--- config.mk ---
export PLATFORM = sky130hd
export DESIGN_NAME = bmd_bank0_decode
export DESIGN_NICKNAME = d
export VERILOG_FILES = /design/src/include/bmd_pkg.sv /design/src/hdl/bmd_port_bit.sv /design/src/hdl/bmd_bank0_decode.sv
export SDC_FILE = /design/constraint.sdc
export NUM_CORES = 1
export LEC_CHECK = 0
export BUFFER_PORTS_ARGS = -buffer_cell sky130_fd_sc_hd__buf_4
export CAP_MARGIN = 20
export CORE_AREA = 2 2 128 130
export DETAILED_ROUTE_END_ITERATION = 8
export DIE_AREA = 0 0 130 132
export PLACE_DENSITY = 0.92
export SLEW_MARGIN = 20
export SYNTH_ARGS = -nofsm -noshare
export SYNTH_HDL_FRONTEND = slang
export SYNTH_SLANG_ARGS = --single-unit
--- constraint.sdc ---
create_clock -name sys_clk_i -period 6.15 [get_ports sys_clk_i]
set_clock_uncertainty 0.2 [all_clocks]
set_input_delay 0.3075 -clock sys_clk_i [delete_from_list [all_inputs] [get_ports sys_clk_i]]
set_output_delay 0.3075 -clock sys_clk_i [all_outputs]
set_load 0.05 [all_outputs]
--- src/include/bmd_pkg.sv ---
// Package: address map, pin functions and constants for the bank-0 decoder
package bmd_pkg;

   // ----------------------------------------------------------------
   // Address space
   // ----------------------------------------------------------------
   localparam int BMD_ADDR_W = 24;
   localparam int BMD_BANK_W = 8;
   localparam logic [7:0] BMD_BANK_ZERO = 8'h00;
   localparam logic [15:0] BMD_SFR_LAST = 16'h007f;
   localparam logic [15:0] BMD_RAM_FIRST = 16'h0080;
   localparam logic [15:0] BMD_RAM_LAST = 16'h027f;
   localparam logic [15:0] BMD_ROM_FIRST = 16'hc000;
   localparam logic [15:0] BMD_VEC_FIRST = 16'hffd6;

   // ----------------------------------------------------------------
   // Reset values
   // ----------------------------------------------------------------
   localparam logic [15:0] BMD_DP_BASE_RST = 16'h0000;
   localparam logic [7:0] BMD_PORT_RST = 8'h00;
   localparam logic BMD_PHI_SEL_RST = 1'b0;

   // ----------------------------------------------------------------
   // Pin positions within ports
   // ----------------------------------------------------------------
   localparam int BMD_P3_RW = 0;
   localparam int BMD_P3_BHE = 1;
   localparam int BMD_P3_ALE = 2;
   localparam int BMD_P3_HOLD_ACK_OUT = 3;
   localparam int BMD_P4_HOLD = 0;
   localparam int BMD_P4_RDY = 1;
   localparam int BMD_P4_PHI = 2;
   localparam int BMD_P7_TRIG = 7;

   typedef enum logic [1:0]
   {
      BMD_MODE_SINGLE,
      BMD_MODE_EXPAND,
      BMD_MODE_MICRO
   } bmd_mode_e;

   typedef enum logic [2:0]
   {
      BMD_SEL_SFR,
      BMD_SEL_RAM,
      BMD_SEL_ROM,
      BMD_SEL_EXT,
      BMD_SEL_NONE
   } bmd_sel_e;

   // CPU bus request
   typedef struct packed
   {
      logic valid;
      logic direct;
      logic write;
      logic byte_hi;
      logic [23:0] addr;
      logic [7:0] dp_offset;
   } bmd_req_s;

   // Decoded selection
   typedef struct packed
   {
      logic sfr;
      logic ram;
      logic rom;
      logic vector;
      logic ext;
      logic [23:0] addr;
   } bmd_dec_s;

   // One 8-bit port's pins
   typedef struct packed
   {
      logic [7:0] out;
      logic [7:0] oe;
   } bmd_pin_s;

endpackage : bmd_pkg

--- src/hdl/bmd_port_bit.sv ---
// Module: one general-purpose port bit with direction control
`timescale 1ns/1ps
module bmd_port_bit
   import bmd_pkg::*;
(
   input wire logic sys_clk_i,
   input wire logic reset_i,
   input wire logic data_we_i,
   input wire logic dir_we_i,
   input wire logic wdata_i,
   output logic out_o,
   output logic oe_o
);

   logic out_reg;
   logic out_next;
   logic oe_reg;
   logic oe_next;

   // ----------------------------------------------------------------
   // Latch and direction
   // ----------------------------------------------------------------
   always_comb
   begin
      out_next = data_we_i ? wdata_i : out_reg;
      oe_next = dir_we_i ? wdata_i : oe_reg;
   end

   always_ff @(posedge sys_clk_i)
   begin
      if (reset_i)
      begin
         // Input mode after reset keeps pins safe
         out_reg <= 1'b0;
         oe_reg <= 1'b0;
      end
      else
      begin
         out_reg <= out_next;
         oe_reg <= oe_next;
      end
   end

   assign out_o = out_reg;
   assign oe_o = oe_reg;

endmodule : bmd_port_bit

--- src/hdl/bmd_bank0_decode.sv ---
// Module: bank-0 address decoder, direct page and bus pin function switch
`timescale 1ns/1ps
module bmd_bank0_decode
   import bmd_pkg::*;
(
   input wire logic sys_clk_i,
   input wire logic reset_i,
   input wire logic mode_select_pin_i,
   input wire logic mode_micro_i,
   input wire logic bus_byte_i,
   input wire bmd_req_s req_i,
   input wire logic [7:0] wdata_i,
   input wire logic [15:0] dp_base_wdata_i,
   input wire logic dp_base_we_i,
   input wire logic [8:0] port_data_we_i,
   input wire logic [8:0] port_dir_we_i,
   input wire logic phi_sel_we_i,
   input wire logic [7:0] bus_data_i,
   input wire logic [7:0] bus_data_hi_i,
   input wire logic [7:0] p4_pins_i,
   input wire logic [7:0] p7_pins_i,
   output bmd_dec_s dec_o,
   output logic [15:0] direct_page_base_o,
   output bmd_mode_e mode_o,
   output logic bus_wide_o,
   output logic enable_n_o,
   output bmd_pin_s p0_o,
   output bmd_pin_s p1_o,
   output bmd_pin_s p2_o,
   output bmd_pin_s p3_o,
   output bmd_pin_s p4_o,
   output logic hold_req_o,
   output logic ready_o,
   output logic ad_trigger_o,
   output logic [7:0] bus_rdata_o,
   output logic [7:0] bus_rdata_hi_o
);

   // ----------------------------------------------------------------
   // General-purpose port bits, ports 0 to 4
   // ----------------------------------------------------------------
   logic [4:0][7:0] gp_out;
   logic [4:0][7:0] gp_oe;

   genvar gp;
   genvar gb;
   generate
      for (gp = 0; gp < 5; gp++)
      begin : g_port
         for (gb = 0; gb < 8; gb++)
         begin : g_bit
            bmd_port_bit u_bit (
               .sys_clk_i(sys_clk_i),
               .reset_i(reset_i),
               .data_we_i(port_data_we_i[gp]),
               .dir_we_i(port_dir_we_i[gp]),
               .wdata_i(wdata_i[gb]),
               .out_o(gp_out[gp][gb]),
               .oe_o(gp_oe[gp][gb])
            );
         end
      end
   endgenerate

   // ----------------------------------------------------------------
   // Mode, direct page and clock divider state
   // ----------------------------------------------------------------
   bmd_mode_e mode_reg;
   bmd_mode_e mode_next;
   logic [15:0] dp_base_reg;
   logic [15:0] dp_base_next;
   logic phi_sel_reg;
   logic phi_sel_next;
   logic phi_reg;
   logic phi_next;
   logic wide_reg;
   logic wide_next;
   logic mode_seen_reg;
   logic mode_seen_next;

   always_comb
   begin
      mode_next = mode_reg;
      mode_seen_next = 1'b1;
      // Pin caught once after reset release, not under reset
      if (!mode_seen_reg)
      begin
         if (!mode_select_pin_i)
            mode_next = BMD_MODE_SINGLE;
         else if (mode_micro_i)
            mode_next = BMD_MODE_MICRO;
         else
            mode_next = BMD_MODE_EXPAND;
      end
      dp_base_next = dp_base_we_i ? dp_base_wdata_i : dp_base_reg;
      phi_sel_next = phi_sel_we_i ? wdata_i[BMD_P4_PHI] : phi_sel_reg;
      phi_next = ~phi_reg;
      wide_next = ~bus_byte_i;
   end

   always_ff @(posedge sys_clk_i)
   begin
      if (reset_i)
      begin
         mode_reg <= BMD_MODE_SINGLE;
         mode_seen_reg <= 1'b0;
         dp_base_reg <= BMD_DP_BASE_RST;
         phi_sel_reg <= BMD_PHI_SEL_RST;
         phi_reg <= 1'b0;
         wide_reg <= 1'b0;
      end
      else
      begin
         mode_reg <= mode_next;
         mode_seen_reg <= mode_seen_next;
         dp_base_reg <= dp_base_next;
         phi_sel_reg <= phi_sel_next;
         phi_reg <= phi_next;
         wide_reg <= wide_next;
      end
   end

   // ----------------------------------------------------------------
   // Address decode
   // ----------------------------------------------------------------
   bmd_dec_s dec_reg;
   bmd_dec_s dec_next;
   logic enable_n_reg;
   logic enable_n_next;
   logic ale_reg;
   logic ale_next;
   logic rw_reg;
   logic rw_next;
   logic bhe_reg;
   logic bhe_next;

   always_comb
   begin
      logic [23:0] eff;
      logic [15:0] dp_sum;
      logic in_bank0;
      logic expand;
      eff = req_i.addr;
      dp_sum = 16'h0000;
      in_bank0 = 1'b0;
      expand = (mode_reg != BMD_MODE_SINGLE);
      if (req_i.direct)
      begin
         // Wraps inside bank 0, never spills into bank 1
         dp_sum = dp_base_reg + {8'h00, req_i.dp_offset};
         eff = {BMD_BANK_ZERO, dp_sum};
      end
      in_bank0 = (eff[23:16] == BMD_BANK_ZERO);
      dec_next = '0;
      dec_next.addr = eff;
      if (req_i.valid)
      begin
         if (in_bank0 && eff[15:0] <= BMD_SFR_LAST)
            dec_next.sfr = 1'b1;
         else if (in_bank0 && eff[15:0] >= BMD_RAM_FIRST && eff[15:0] <= BMD_RAM_LAST)
            dec_next.ram = 1'b1;
         else if (in_bank0 && eff[15:0] >= BMD_ROM_FIRST)
         begin
            dec_next.rom = 1'b1;
            dec_next.vector = (eff[15:0] >= BMD_VEC_FIRST);
         end
         else
            dec_next.ext = expand;
      end
      // Address phase while high, data phase while low
      enable_n_next = !(dec_next.ext);
      ale_next = dec_next.ext;
      rw_next = !(dec_next.ext && req_i.write);
      bhe_next = !(dec_next.ext && req_i.byte_hi && wide_reg);
   end

   always_ff @(posedge sys_clk_i)
   begin
      if (reset_i)
      begin
         dec_reg <= '0;
         enable_n_reg <= 1'b1;
         ale_reg <= 1'b0;
         rw_reg <= 1'b1;
         bhe_reg <= 1'b1;
      end
      else
      begin
         dec_reg <= dec_next;
         enable_n_reg <= enable_n_next;
         ale_reg <= ale_next;
         rw_reg <= rw_next;
         bhe_reg <= bhe_next;
      end
   end

   // ----------------------------------------------------------------
   // Pin function switch
   // ----------------------------------------------------------------
   bmd_pin_s p0_reg;
   bmd_pin_s p1_reg;
   bmd_pin_s p2_reg;
   bmd_pin_s p3_reg;
   bmd_pin_s p4_reg;
   bmd_pin_s p0_next;
   bmd_pin_s p1_next;
   bmd_pin_s p2_next;
   bmd_pin_s p3_next;
   bmd_pin_s p4_next;
   logic hold_reg;
   logic hold_next;
   logic ready_reg;
   logic ready_next;
   logic trig_reg;
   logic trig_next;
   logic [7:0] rdata_reg;
   logic [7:0] rdata_next;
   logic [7:0] rdata_hi_reg;
   logic [7:0] rdata_hi_next;

   always_comb
   begin
      logic expand;
      logic data_phase;
      expand = (mode_reg != BMD_MODE_SINGLE);
      data_phase = expand && !enable_n_reg;
      p0_next = '{out: gp_out[0], oe: gp_oe[0]};
      p1_next = '{out: gp_out[1], oe: gp_oe[1]};
      p2_next = '{out: gp_out[2], oe: gp_oe[2]};
      p3_next = '{out: gp_out[3], oe: gp_oe[3]};
      p4_next = '{out: gp_out[4], oe: gp_oe[4]};
      hold_next = 1'b0;
      ready_next = 1'b1;
      rdata_next = rdata_reg;
      rdata_hi_next = rdata_hi_reg;
      if (expand)
      begin
         p0_next = '{out: dec_next.addr[7:0], oe: 8'hff};
         // Multiplexed when the bus is wide: address while enable high, data while low
         p1_next = '{out: dec_next.addr[15:8], oe: 8'hff};
         p2_next = '{out: dec_next.addr[23:16], oe: 8'hff};
         // Data cycle lines up with enable low; pins driven only on a write
         if (dec_next.ext)
         begin
            p2_next = '{out: wdata_i, oe: {8{!rw_next}}};
            if (wide_reg)
               p1_next = '{out: wdata_i, oe: {8{!rw_next}}};
         end
         // Read data taken at the end of the enable-low cycle
         if (data_phase)
         begin
            rdata_next = bus_data_i;
            rdata_hi_next = wide_reg ? bus_data_hi_i : BMD_PORT_RST;
         end
         p3_next.out[BMD_P3_RW] = rw_reg;
         p3_next.out[BMD_P3_BHE] = bhe_reg;
         p3_next.out[BMD_P3_ALE] = ale_reg;
         p3_next.out[BMD_P3_HOLD_ACK_OUT] = !hold_reg;
         p3_next.oe[3:0] = 4'hf;
         // Active-low inputs driven by the outside
         p4_next.oe[BMD_P4_HOLD] = 1'b0;
         p4_next.oe[BMD_P4_RDY] = 1'b0;
         hold_next = !p4_pins_i[BMD_P4_HOLD];
         ready_next = !p4_pins_i[BMD_P4_RDY];
      end
      if (mode_reg == BMD_MODE_MICRO || phi_sel_reg)
      begin
         p4_next.out[BMD_P4_PHI] = phi_reg;
         p4_next.oe[BMD_P4_PHI] = 1'b1;
      end
      trig_next = !p7_pins_i[BMD_P7_TRIG];
   end

   always_ff @(posedge sys_clk_i)
   begin
      if (reset_i)
      begin
         p0_reg <= '0;
         p1_reg <= '0;
         p2_reg <= '0;
         p3_reg <= '0;
         p4_reg <= '0;
         hold_reg <= 1'b0;
         ready_reg <= 1'b1;
         trig_reg <= 1'b0;
         rdata_reg <= BMD_PORT_RST;
         rdata_hi_reg <= BMD_PORT_RST;
      end
      else
      begin
         p0_reg <= p0_next;
         p1_reg <= p1_next;
         p2_reg <= p2_next;
         p3_reg <= p3_next;
         p4_reg <= p4_next;
         hold_reg <= hold_next;
         ready_reg <= ready_next;
         trig_reg <= trig_next;
         rdata_reg <= rdata_next;
         rdata_hi_reg <= rdata_hi_next;
      end
   end

   // ----------------------------------------------------------------
   // Outputs
   // ----------------------------------------------------------------
   assign dec_o = dec_reg;
   assign direct_page_base_o = dp_base_reg;
   assign mode_o = mode_reg;
   assign bus_wide_o = wide_reg;
   assign enable_n_o = enable_n_reg;
   assign p0_o = p0_reg;
   assign p1_o = p1_reg;
   assign p2_o = p2_reg;
   assign p3_o = p3_reg;
   assign p4_o = p4_reg;
   assign hold_req_o = hold_reg;
   assign ready_o = ready_reg;
   assign ad_trigger_o = trig_reg;
   assign bus_rdata_o = rdata_reg;
   assign bus_rdata_hi_o = rdata_hi_reg;

endmodule : bmd_bank0_decode

== Word-level counts from Yosys, hierarchy flattened ==
Index checks and enable logic that the tools add are counted.
Cells by class
  bitwise gates (word level): 5
  add/sub/neg operators: 1
  mux-type cells: 22
  $lt $le $gt $ge: 5
  reduce and logical (&&, ||, !) cells: 26
  equal/unequal tests: 1
Operator list (count)
  two-way mux 16 bit: 6
  >= comparator 16 bit, second input constant: 2
  two-way mux 24 bit: 1
  adder 16 x 8 -> 16 bit: 1
  >= comparator 16 x 8 -> 1 bit, second input constant: 1
  <= comparator 16 x 10 -> 1 bit, second input constant: 1
  <= comparator 16 x 7 -> 1 bit, second input constant: 1
  two-way mux 1 bit: 9
  logical AND 1 bit: 8
  logical NOT 1 bit: 8
  logical NOT 8 bit: 1
  two-way mux 4 bit: 2
  two-way mux 8 bit: 1
  two-way mux 2 bit: 3
  OR reduction 2 bit: 3
  inverter 1 bit: 5
  OR reduction 5 bit: 1
  OR reduction 4 bit: 1
  OR reduction 3 bit: 1
  == test 2 bit, second input constant: 1
  AND reduction 2 bit: 1
  nonzero test 2 bit: 1
  logical OR 1 bit: 1
Storage, ports and cells
  register bits after elaboration: 233
  output and inout port bits: 148
  word-level logic and storage cells: 171
  input port bits: 117

== Longest topological paths before layout ==
Gate-level depths: netlist (run 1).
  depth in word-level cells: 12
  depth in mapped cells: 12
  mapped depth without buffers: 10

== Cells and area by module ==
Synthesis (run 1) repeated with hierarchy kept, for this count alone.
Unflattened totals
  cell total of the unflattened synthesis: 863
  area total of the unflattened synthesis: 8599.5 µm²
Modules (own cells, without submodules)
  bmd_bank0_decode: cells an instance 623, sequential area each 3062.9 µm², instances 1, area each 5896.9 µm²
  bmd_port_bit: cells an instance 6, sequential area each 40.0 µm², instances 40, area each 67.6 µm²

== Worst setup path before layout (run 1) ==
Ideal clock, no wire load.
  kind: register to register
  start point: register dp_base_reg[0] (netlist: direct_page_base_o[0])
  end point: register p1_reg, in the netlist p1_o[12]
  data required time: 5847 ps
  library setup time: 103 ps
  slack: 2551 ps
  clock period less this slack: 3599 ps
  stages on the path, launching flop included: 12
  path buffers: 1
  data arrival time: 3295 ps
  cells stage by stage: dfxtp_1 -> ha_1 -> fa_1 -> a211oi_1 -> o211a_1 -> nor4_1 -> a211oi_1 -> a21oi_1 -> o41a_4 -> and2_1 -> buf_6 -> a2111oi_2
Between the ends
  word-level cells in the longest chain between the ends: 10
  elaborated cells on any way between the ends: 17
  those cells by class: add/sub: 1; order compare: 4; mux: 8; reduce/logical: 4
Ends and longest elaborated chain
  start, declared: line bmd_bank0_decode.sv:70  | logic [15:0] dp_base_reg;
  start signal, assigned: line bmd_bank0_decode.sv:116  | dp_base_reg <= dp_base_next;
  adder 16 x 8 -> 16 bit *: line bmd_bank0_decode.sv:150  | dp_sum = dp_base_reg + {8'h00, req_i.dp_offset};
  two-way mux 24 bit *: line bmd_bank0_decode.sv:147  | if (req_i.direct)
  >= comparator 16 bit or >= comparator 16 x 8 -> 1 bit (tied branches): line bmd_bank0_decode.sv:162, bmd_bank0_decode.sv:160
  logical AND 1 bit (on tied branches): line bmd_bank0_decode.sv:162, bmd_bank0_decode.sv:160
  two-way mux 1 bit or logical AND 1 bit (tied branches): line bmd_bank0_decode.sv:162, bmd_bank0_decode.sv:160
  two-way mux 1 bit: line bmd_bank0_decode.sv:160  | else if (in_bank0 && eff[15:0] >= BMD_RAM_FIRST && eff[15:0] <= BMD_RAM_LAST)
  two-way mux 1 bit: line bmd_bank0_decode.sv:158  | if (in_bank0 && eff[15:0] <= BMD_SFR_LAST)
  two-way mux 1 bit: line bmd_bank0_decode.sv:156  | if (req_i.valid)
  two-way mux 16 bit *: line bmd_bank0_decode.sv:243  | if (dec_next.ext)
  two-way mux 16 bit *: line bmd_bank0_decode.sv:236  | if (expand)
  end signal, assigned: line bmd_bank0_decode.sv:292  | p1_reg <= p1_next;
  end, declared: line bmd_bank0_decode.sv:201  | bmd_pin_s p1_reg;
Every way passes the cells marked *; elsewhere a longest branch is shown, timed or not.
A chain may end at the register's enable or synchronous reset.

== Worst setup path in the final report (run 1) ==
  start point: register dp_base_reg[0] (netlist: direct_page_base_o[0])
  end point: register p1_reg, in the netlist p1_o[13]
The elaborated chain is that of the path after synthesis.

==> results.py, run 1 <==
metrics = {
    "synthesis": {
        "yosys_register_bits": 233,
        "synth_top_family_by_area": "simple AND/OR/NAND/NOR gates",
        "synth_cells": 878,
        "netlist.area_leader.share_pct": 54.66,
        "yosysWarnings": 0,
        "syn_avg_cell_area_um2": 9.719,
        "syn-num-nets": 1004,
        "synth_adder_area_share_pct": 1.408,
        "synth.area.top_cells": "dfxtp_1 55%, mux2i_1 12%, nor2_1 9.1%, clkbuf_1 2.4%, a21oi_1 2.4%",
        "synth_mux_area_share_pct": 12.20,
        "yosysSeqAreaShare_pct": 54.66,
        "yosys.area_share.simple_pct": 17.33,
        "synth_edf_count": 0,
        "post-synth-top-count-cell": "dfxtp_1",
        "syn_area_mm2": 0.008533,
        "ys_top_cells_by_count": "233 x dfxtp_1, 206 x nor2_1, 104 x mux2i_1",
        "ys_types": 56,
        "synth_compound_area_share_pct": 10.45,
        "yosysTopAreaCell": "dfxtp_1",
        "synth_xor_area_share_pct": 0.5132,
        "async_flop_share_pct": 0,
        "synth_flop_cell": "dfxtp_1",
    },
    "run": {
        "drv_cap": 0,
    },
    "worst_setup_path": {
        "cp-end-kind": "register",
        "crit_type": "register to register",
        "cp.required_ps": 6340,
        "crit_arrival_ps": 4430,
        "critPathLaunchType": "register",
        "worst-path-max-fanout": 24,
    },
    "floorplan": {
        "die_w_um": 130,
        "io_pins": 265,
        "die_h_um": 132,
        "dieArea_mm2": 0.01716,
        "rows": 46,
        "start_util_pct": 54.31,
        "core_area_mm2": 0.01571,
    },
    "global_routing": {
        "grt_usage_pct": 28.78,
        "grt_overflow": 0,
        "grt_pass1_vias": 7622,
        "antenna_found_initial": 0,
        "grt_pass1_wl_mm": 39.38,
        "grt_max_degree": 75,
    },
    "drt": {
        "drt-initial-drc-count": 478,
        "dr.pass1.iters": 4,
        "num_vias": 7562,
        "ant_nets": 0,
        "wl_mm": 25.74,
        "viasPerCell": 5.448,
        "drc": 0,
        "wl_per_cell_um": 18.55,
    },
    "clocking": {
        "htree_levels": 1,
        "cts_buffer_depth": 3,
        "cts-root-buf": "clkbuf_16",
        "clk_pin_slew_worst_paths_ps": 60,
        "cts_tree": "done",
        "clkSinkCount": 233,
        "cts.repair.resized": 0,
        "insertion_delay_ps": 500,
        "cts-buffers-inserted": 23,
    },
    "cells_and_area": {
        "multi_input_area_mm2": 0.003578,
        "diodes": 0,
        "n_fill_cell": 981,
        "area_growth_pct": 39.58,
        "drive_gt1_share_pct": 25.77,
        "seqCellArea_mm2": 0.004664,
        "final_util_pct": 75.80,
        "fin_nets": 1283,
    },
    "sta": {
        "worst_slew_margin_rel_pct": 30.88,
        "fmax_ghz": 0.2358,
        "final.period_utilization_pct": 68.96,
        "finalHoldViolations": 0,
        "setup_tns_ps": 0,
        "worst_slew_pin_slew_ps": 1033,
        "min_period_ps": 4241,
        "finalSetupViolCount": 0,
        "final_max_slew_viol_count": 0,
        "rsz0062_at_grt": "no",
        "whs_ps": 26.63,
    },
    "pwr": {
        "leakage_nw": 5.403,
        "power_density_mw_per_mm2": 311.7,
        "ir_drop_mv": 0.2688,
        "power_mw": 3.712,
    },
    "placement": {
        "io_buffers": 243,
        "place_congestion": 0.8308,
        "hpwl_mm": 15.40,
    },
    "min_path": {
        "hp-class": "primary input to register",
    },
    "status": {
        "run_status": "complete, no violations",
    },
}
==> placed cells by master (no fill, tap or decap), types with 2 or more instances in the layout <==
cell | netlist | routed
a2111oi_0 | 3 | 3
a2111oi_1 | 4 | 4
a2111oi_2 | 5 | 5
a211oi_1 | 18 | 18
a21o_1 | 5 | 5
a21oi_1 | 41 | 41
a221oi_1 | 4 | 4
a221oi_2 | 4 | 4
a31o_2 | 2 | 2
a31oi_1 | 2 | 2
and2_1 | 10 | 10
and3_1 | 6 | 6
buf_4 | 2 | 247
bufinv_16 | 0 | 3
clkbuf_1 | 55 | 4
clkbuf_16 | 0 | 23
clkbuf_8 | 0 | 5
clkinv_2 | 0 | 4
dfxtp_1 | 233 | 233
dlygate4sd3_1 | 0 | 73
ha_1 | 8 | 8
inv_1 | 5 | 5
mux2i_1 | 104 | 104
nand2_1 | 47 | 47
nand2b_1 | 3 | 3
nand3_1 | 12 | 12
nand4_1 | 5 | 5
nor2_1 | 206 | 205
nor2b_1 | 23 | 23
nor3_1 | 7 | 7
nor3b_1 | 4 | 4
nor4_1 | 4 | 4
o211a_1 | 2 | 2
o211ai_1 | 3 | 3
o21a_1 | 9 | 9
o21ai_0 | 4 | 4
o21ai_1 | 3 | 3
o311a_1 | 2 | 2
xnor2_1 | 3 | 3
xor2_1 | 2 | 2
==> cells by family (layout without fill, tap and decap cells) <==
| group | Yosys count | in the layout |
|---|---|---|
| simple gates | 336 | 336 |
| compound gates | 118 | 118 |
| fa+ha+maj | 9 | 9 |
| buf+inv | 73 | 367 |
| mux | 104 | 104 |
| xor+xnor | 5 | 5 |
| flops | 233 | 233 |
==> worst max-delay path, stage by stage (launching register included) <==
cell and delay (ps):
dfxtp_1 330, ha_1 230, fa_1 440, a211oi_1 340, o211a_1 370, nor4_1 90
a211oi_1 660, a21oi_1 220, o41a_4 530, and2_1 360, a2111oi_2 360
==> final timing paths <==
check	startpoint	end	slack, ps	cells after the start
worst max-delay path	direct_page_base_o[0]	p1_o[13]	1910	10
worst min register to register	bhe_reg	p3_o[9]	250	2
worst max register to register	direct_page_base_o[0]	p1_o[13]	1910	10
worst min-delay path	wdata_i[1]	g_port[2].g_bit[1].u_bit.out_o	30	3
==> metal layers <==
metal	part of all wire, %	track usage [%]	wire, um	vias up
met5	0	0	0	-
met2	50	50.38	12900	317
met4	3.8	12.49	981	0
met1	40	34.30	10360	3629
li1	-	-	-	3533
met3	5.8	5.073	1499	83
==> power by group <==
| part | internal, mW | total [mW] | switching [mW] |
|---|---|---|---|
| clock network | 0.872 | 1.44 | 0.567 |
| logic | 0.231 | 0.636 | 0.405 |
| registers | 1.59 | 1.64 | 0.0431 |
==> through the flow <==
step,instances,setup WS (ps),instance area (um^2)
after floorplan,878,2551,8533
after global placement,1275,2095,10400
after detailed placement,1275,1983,10400
after CTS,1388,1947,11910
after global routing,1388,1707,11910
final,1388,1909,11910
==> final cells by class <==
cell class | count | area share, %
Clock inverter | 8 | 0.9980
Multi-Input combinational cell | 572 | 30.05
Sequential cell | 233 | 39.16
Timing Repair Buffer | 321 | 21.80
Inverter | 6 | 0.1891
Tap cell | 216 | 2.269
Clock buffer | 32 | 5.536
==> timing repair <==
item	in CTS	in global routing
hold buffers	73	0
endpoints found under the hold margin	143	0
buffers inserted	0	0
No activity file was read; power rests on OpenSTA's default activity.
==> inputs of run 2 (changes only) <==
--- a/config.mk
+++ b/config.mk
@@ -7,10 +7,10 @@
 export LEC_CHECK = 0
 export BUFFER_PORTS_ARGS = -buffer_cell sky130_fd_sc_hd__buf_4
 export CAP_MARGIN = 20
-export CORE_AREA = 2 2 128 130
+export CORE_AREA = 2 2 133 135
 export DETAILED_ROUTE_END_ITERATION = 8
-export DIE_AREA = 0 0 130 132
-export PLACE_DENSITY = 0.92
+export DIE_AREA = 0 0 135 137
+export PLACE_DENSITY = 0.86
 export SLEW_MARGIN = 20
 export SYNTH_ARGS = -nofsm -noshare
 export SYNTH_HDL_FRONTEND = slang
==> constraint.sdc (replaced) <==
create_clock -name sys_clk_i -period 4.2 [get_ports sys_clk_i]
set_clock_uncertainty 0.2 [all_clocks]
set_input_delay 0.21 -clock sys_clk_i [delete_from_list [all_inputs] [get_ports sys_clk_i]]
set_output_delay 0.21 -clock sys_clk_i [all_outputs]
set_load 0.05 [all_outputs]
==> results.py, run 2 (same netlist as run 1, synthesis figures left out) <==
metrics = {
    "placement": {
        "placedCellCount": 1284,
        "hpwl_mm": 15.38,
        "place_congestion": 0.8390,
        "io_buffers": 243,
    },
    "pwr": {
        "leakage_nw": 5.531,
        "switching_share_pct": 27.63,
        "p_seq_share_pct": 43.4,
        "internal_power_mw": 3.997,
        "p_sw_mw": 1.526,
        "clkPwrFrac_pct": 39.0,
        "ir_drop_mv": 0.2897,
        "power_density_mw_per_mm2": 449.3,
        "pwr-share-comb_pct": 17.6,
    },
    "status": {
        "run_status": "complete, no violations",
    },
    "drt": {
        "dr.pass1.iters": 5,
        "ant_nets": 0,
        "drt-initial-drc-count": 484,
        "num_vias": 7805,
        "drc": 0,
        "wl_per_cell_um": 18.75,
        "viasPerCell": 5.450,
        "wl_mm": 26.85,
    },
    "sta": {
        "final.period_utilization_pct": 94.94,
        "min_period_ps": 3988,
        "final_max_slew_viol_count": 0,
        "finalSetupViolCount": 0,
        "finalHoldViolations": 0,
        "setup_tns_ps": 0,
        "worst_slew_margin_rel_pct": 29.03,
        "worst_slew_pin_slew_ps": 1061,
        "fmax_ghz": 0.2508,
        "rsz0062_at_grt": "no",
    },
    "min_path": {
        "hp-class": "primary input to register",
        "worstHoldStart": "req_i[1]",
    },
    "global_routing": {
        "grt_usage_pct": 27.98,
        "grt_pass1_vias": 7737,
        "grt_overflow": 0,
        "antenna_found_initial": 0,
        "grt_pass1_wl_mm": 40.70,
        "grt_max_degree": 115,
    },
    "floorplan": {
        "io_pins": 265,
        "rows": 48,
        "start_util_pct": 50.03,
        "die_w_um": 135,
        "core_area_mm2": 0.01706,
        "die_h_um": 137,
        "dieArea_mm2": 0.01850,
    },
    "worst_setup_path": {
        "cp-end-kind": "register",
        "timing.rr.start": "direct_page_base_o[0]",
        "cpMaxStageDelayCell": "o41a_4",
        "worst-path-max-fanout": 24,
        "crit_arrival_ps": 4190,
        "critPathTopFamily": "compound AO/OA/AOI/OAI gates",
        "critPathLaunchType": "register",
        "cpPeakStageDelay_ps": 600,
        "crit_type": "register to register",
        "crit_chain": "ha_1, fa_1, a211oi_1, o211a_2, nor3_1, a221oi_2, nand2_1, o41a_4, and2_2, a2111oi_2",
        "crit_start": "direct_page_base_o[0]",
        "path_buf_inv": 0,
        "cp.required_ps": 4400,
    },
    "cells_and_area": {
        "most-common-layout-cells": "246 x buf_4, 233 x dfxtp_1, 205 x nor2_1",
        "drive_gt1_share_pct": 25.52,
        "diodes": 0,
        "fin_nets": 1316,
        "layout_commonest_cell": "buf_4",
        "area_growth_pct": 44.03,
        "final_cells": 1432,
    },
    "clocking": {
        "cts-root-buf": "clkbuf_16",
        "clkSinkCount": 233,
        "cts_tree": "done",
        "htree_levels": 1,
        "insertion_delay_ps": 510,
        "cts_buffer_depth": 3,
        "clk_pin_slew_worst_paths_ps": 60,
        "cts-buffers-inserted": 24,
    },
    "run": {
        "drv_cap": 0,
    },
}
[run 2: per-layer routing]
| metal | track usage (%) | part of all wire [%] | up-vias |
|---|---|---|---|
| met5 | 0 | 0 | - |
| met4 | 16.44 | 5.5 | 0 |
| met3 | 5.333 | 7.4 | 102 |
| met2 | 48.34 | 49 | 385 |
| met1 | 32.41 | 38 | 3707 |
| li1 | - | - | 3611 |
[run 2: worst paths after layout]
| path | cells after the start | slack [ps] | endpoint |
|---|---|---|---|
| setup / recovery | 10 | 210 | p1_o[15] |
| setup reg to reg | 10 | 210 | p1_o[15] |
| hold / removal | 4 | 10 | dec_o[1] |
| hold reg to reg | 1 | 200 | phi_reg |
[run 2: per-stage QoR]
step	utilization (%)	area, um^2	power (mW)	hold WS, ps	setup WS, ps
floorplan	-	8533	3.007	71.94	601.2
global placement	61.12	10430	3.281	160.9	391.6
detailed placement	61.12	10430	3.298	163.8	281.4
CTS	72.05	12290	5.510	9.007	292.3
global route	72.06	12290	5.694	48.49	33.44
finish	72.06	12290	5.523	12.57	212.4
[run 2: final cells by class]
class                      instances  area (um^2)
clock buffer                      33        705.7
clock inverter                    10        107.6
fill                            1151         4766
inverter                           6        22.52
multi-input combinational        572         3580
sequential                       233         4664
tap                              225        281.5
timing repair buffer             353         2929
[run 2: repair_timing]
item                                    4_1_cts  5_1_grt
hold buffers                                105        0
hold endpoints to repair                    160        0
buffers inserted                              0        0
resized for setup                             0        2
endpoints found under the setup margin        0        5
[run 2: worst register-to-register path: cells and delay by family (launching register included)]
family                   cells  cell delay [ps]
AO/OA/AOI/OAI                5             2010
adder cells (fa/ha/maj)      2              700
flip-flops                   1              330
AND/OR/NAND/NOR              3              640
[run 2: power by group through the flow]
stage	clock (mW)	combinational, mW	sequential, mW
global route	2.26	1.02	2.41
global placement	0	0.845	2.44
CTS	2.17	0.949	2.39
finish	2.15	0.973	2.40
detailed placement	0	0.858	2.44
floorplan	0	0.319	2.69
==> inputs of run 3 (changes only) <==
--- a/config.mk
+++ b/config.mk
@@ -7,10 +7,10 @@
 export LEC_CHECK = 0
 export BUFFER_PORTS_ARGS = -buffer_cell sky130_fd_sc_hd__buf_4
 export CAP_MARGIN = 20
-export CORE_AREA = 2 2 133 135
+export CORE_AREA = 2 2 140 142
 export DETAILED_ROUTE_END_ITERATION = 8
-export DIE_AREA = 0 0 135 137
-export PLACE_DENSITY = 0.86
+export DIE_AREA = 0 0 142 144
+export PLACE_DENSITY = 0.83
 export SLEW_MARGIN = 20
 export SYNTH_ARGS = -nofsm -noshare
 export SYNTH_HDL_FRONTEND = slang
==> constraint.sdc (replaced) <==
create_clock -name sys_clk_i -period 3.5 [get_ports sys_clk_i]
set_clock_uncertainty 0.2 [all_clocks]
set_input_delay 0.175 -clock sys_clk_i [delete_from_list [all_inputs] [get_ports sys_clk_i]]
set_output_delay 0.175 -clock sys_clk_i [all_outputs]
set_load 0.05 [all_outputs]
==> results.py, run 3 (same netlist as run 1, synthesis figures left out) <==
metrics = {
    "cells_and_area": {
        "fin_nets": 1350,
        "drive_gt1_share_pct": 27.71,
        "final_util_pct": 66.81,
        "area_growth_pct": 49.38,
        "most-common-layout-cells": "258 x buf_4, 227 x dfxtp_1, 205 x nor2_1",
        "layout_commonest_cell": "buf_4",
    },
    "pwr": {
        "power_density_mw_per_mm2": 519.4,
        "pwr-share-comb_pct": 18.8,
        "ir_drop_mv": 0.3551,
        "leakage_nw": 5.710,
        "switching_share_pct": 27.95,
        "clkPwrFrac_pct": 37.6,
        "p_seq_share_pct": 43.5,
        "p_sw_mw": 1.851,
        "internal_power_mw": 4.770,
        "power_mw": 6.621,
    },
    "worst_setup_path": {
        "worst-path-max-fanout": 16,
        "critPathTopFamily": "compound AO/OA/AOI/OAI gates",
        "crit_chain": "ha_1, a211oi_1, or3b_4, a2111o_1, and3_2, nand4_1, o41a_4, buf_12, a221oi_1, nor3_1",
        "timing.rr.start": "direct_page_base_o[1]",
        "crit_arrival_ps": 3710,
        "cpMaxStageDelayCell": "a211oi_1",
        "critPathLaunchType": "register",
        "cp-end-kind": "register",
        "cp.required_ps": 3670,
        "cpPeakStageDelay_ps": 530,
        "crit_type": "register to register",
        "path_buf_inv": 1,
        "crit_start": "direct_page_base_o[1]",
    },
    "clocking": {
        "cts-buffers-inserted": 24,
        "cts-root-buf": "clkbuf_16",
        "clkSinkCount": 233,
        "cts_tree": "done",
        "htree_levels": 1,
        "clk_pin_slew_worst_paths_ps": 60,
        "cts_buffer_depth": 3,
        "insertion_delay_ps": 510,
    },
    "drt": {
        "drc": 0,
        "num_vias": 8022,
        "met1_length_mm": 11.01,
        "ant_nets": 0,
        "wl_mm": 28.69,
        "dr.pass1.iters": 5,
        "highest_layer": "met4",
        "drt-initial-drc-count": 455,
        "wl_met3_mm": 1.895,
        "wl_met2_mm": 14.22,
        "wl_per_cell_um": 19.43,
        "viasPerCell": 5.431,
    },
    "global_routing": {
        "grt_usage_pct": 26.63,
        "grt_overflow": 0,
        "grt_pass1_vias": 8067,
        "grt_max_degree": 132,
        "grt_pass1_wl_mm": 42.89,
        "antenna_found_initial": 0,
    },
    "min_path": {
        "worstHoldStart": "req_i[19]",
        "hp-class": "primary input to register",
    },
    "floorplan": {
        "dieArea_mm2": 0.02045,
        "die_w_um": 142,
        "io_pins": 265,
        "die_h_um": 144,
        "core_area_mm2": 0.01908,
        "rows": 51,
        "start_util_pct": 44.72,
    },
    "sta": {
        "final_max_slew_viol_count": 0,
        "worst_slew_pin_slew_ps": 944.4,
        "finalHoldViolations": 0,
        "finalSetupViolCount": 1,
        "worst_slew_margin_rel_pct": 36.95,
        "final.period_utilization_pct": 101.2,
        "min_period_ps": 3540,
        "setup_slack_ps": -40.31,
        "fmax_ghz": 0.2825,
    },
    "placement": {
        "hpwl_mm": 16.00,
        "place_congestion": 0.8575,
        "io_buffers": 243,
    },
    "status": {
        "violations": "negative setup slack",
        "run_status": "finished, violations left",
    },
    "run": {
        "drv_cap": 0,
    },
}
## run 3: stage by stage
step                      setup TNS [ps]  hold slack, ps  area, um^2  setup WS, ps  cells
after floorplan                        0           36.94        8546         27.46    878
after CTS                              0           5.936       12580        0.9253   1472
after global placement                 0           126.6       10530         81.72   1306
after global routing              -46.51           45.03       12740        -46.51   1476
final                             -40.31           24.33       12750        -40.31   1477
after detailed placement          -12.18           128.0       10530        -6.809   1306
## run 3: routing by layer
metal  track usage [%]  vias up
met2             47.42      389
li1                  -     3672
met1             30.45     3837
met4             14.47        0
met3             4.669      124
met5                 0        -
## run 3: path summary, 6_finish.rpt
check	to	slack, ps	depth (start not counted)
worst max-delay path	p2_o[10]	-40	10
worst min-delay path	dec_o[11]	20	5
worst max register to register	p2_o[10]	-40	10
worst min register to register	phi_reg	220	1
## run 3: layout make-up
| class | count | area (um^2) |
|---|---|---|
| multi-input cells | 572 | 3720 |
| well taps | 238 | 297.8 |
| diodes | 1 | 2.502 |
| clock buffers | 35 | 711.9 |
| clock inverters | 5 | 61.31 |
| flip-flops and latches | 233 | 4672 |
| fillers | 1388 | 6332 |
| repair buffers | 387 | 3259 |
| inverters | 6 | 22.52 |
## run 3: what timing repair did
item	CTS	global route
hold buffers	125	0
hold endpoints to repair	168	0
setup endpoints to repair	9	36
gates cloned	0	0
buffers inserted	1	3
pin swaps	1	3
resized for setup	3	27
## run 3: worst register-to-register path, stage by stage, from the launching register on
cell      delay [ps]
dfxtp_2          350
ha_1             290
a211oi_1         530
or3b_4           350
a2111o_1         160
and3_2           240
nand4_1          120
o41a_4           510
buf_12           160
a221oi_1         400
nor3_1           100
## run 3: power by group through the flow
| stage | clock, mW | combinational (mW) | sequential (mW) |
|---|---|---|---|
| after floorplan | 0 | 0.384 | 3.23 |
| after global routing | 2.64 | 1.31 | 2.90 |
| final | 2.49 | 1.25 | 2.88 |
| after CTS | 2.52 | 1.19 | 2.88 |
| after detailed placement | 0 | 1.05 | 2.93 |
| after global placement | 0 | 1.04 | 2.93 |
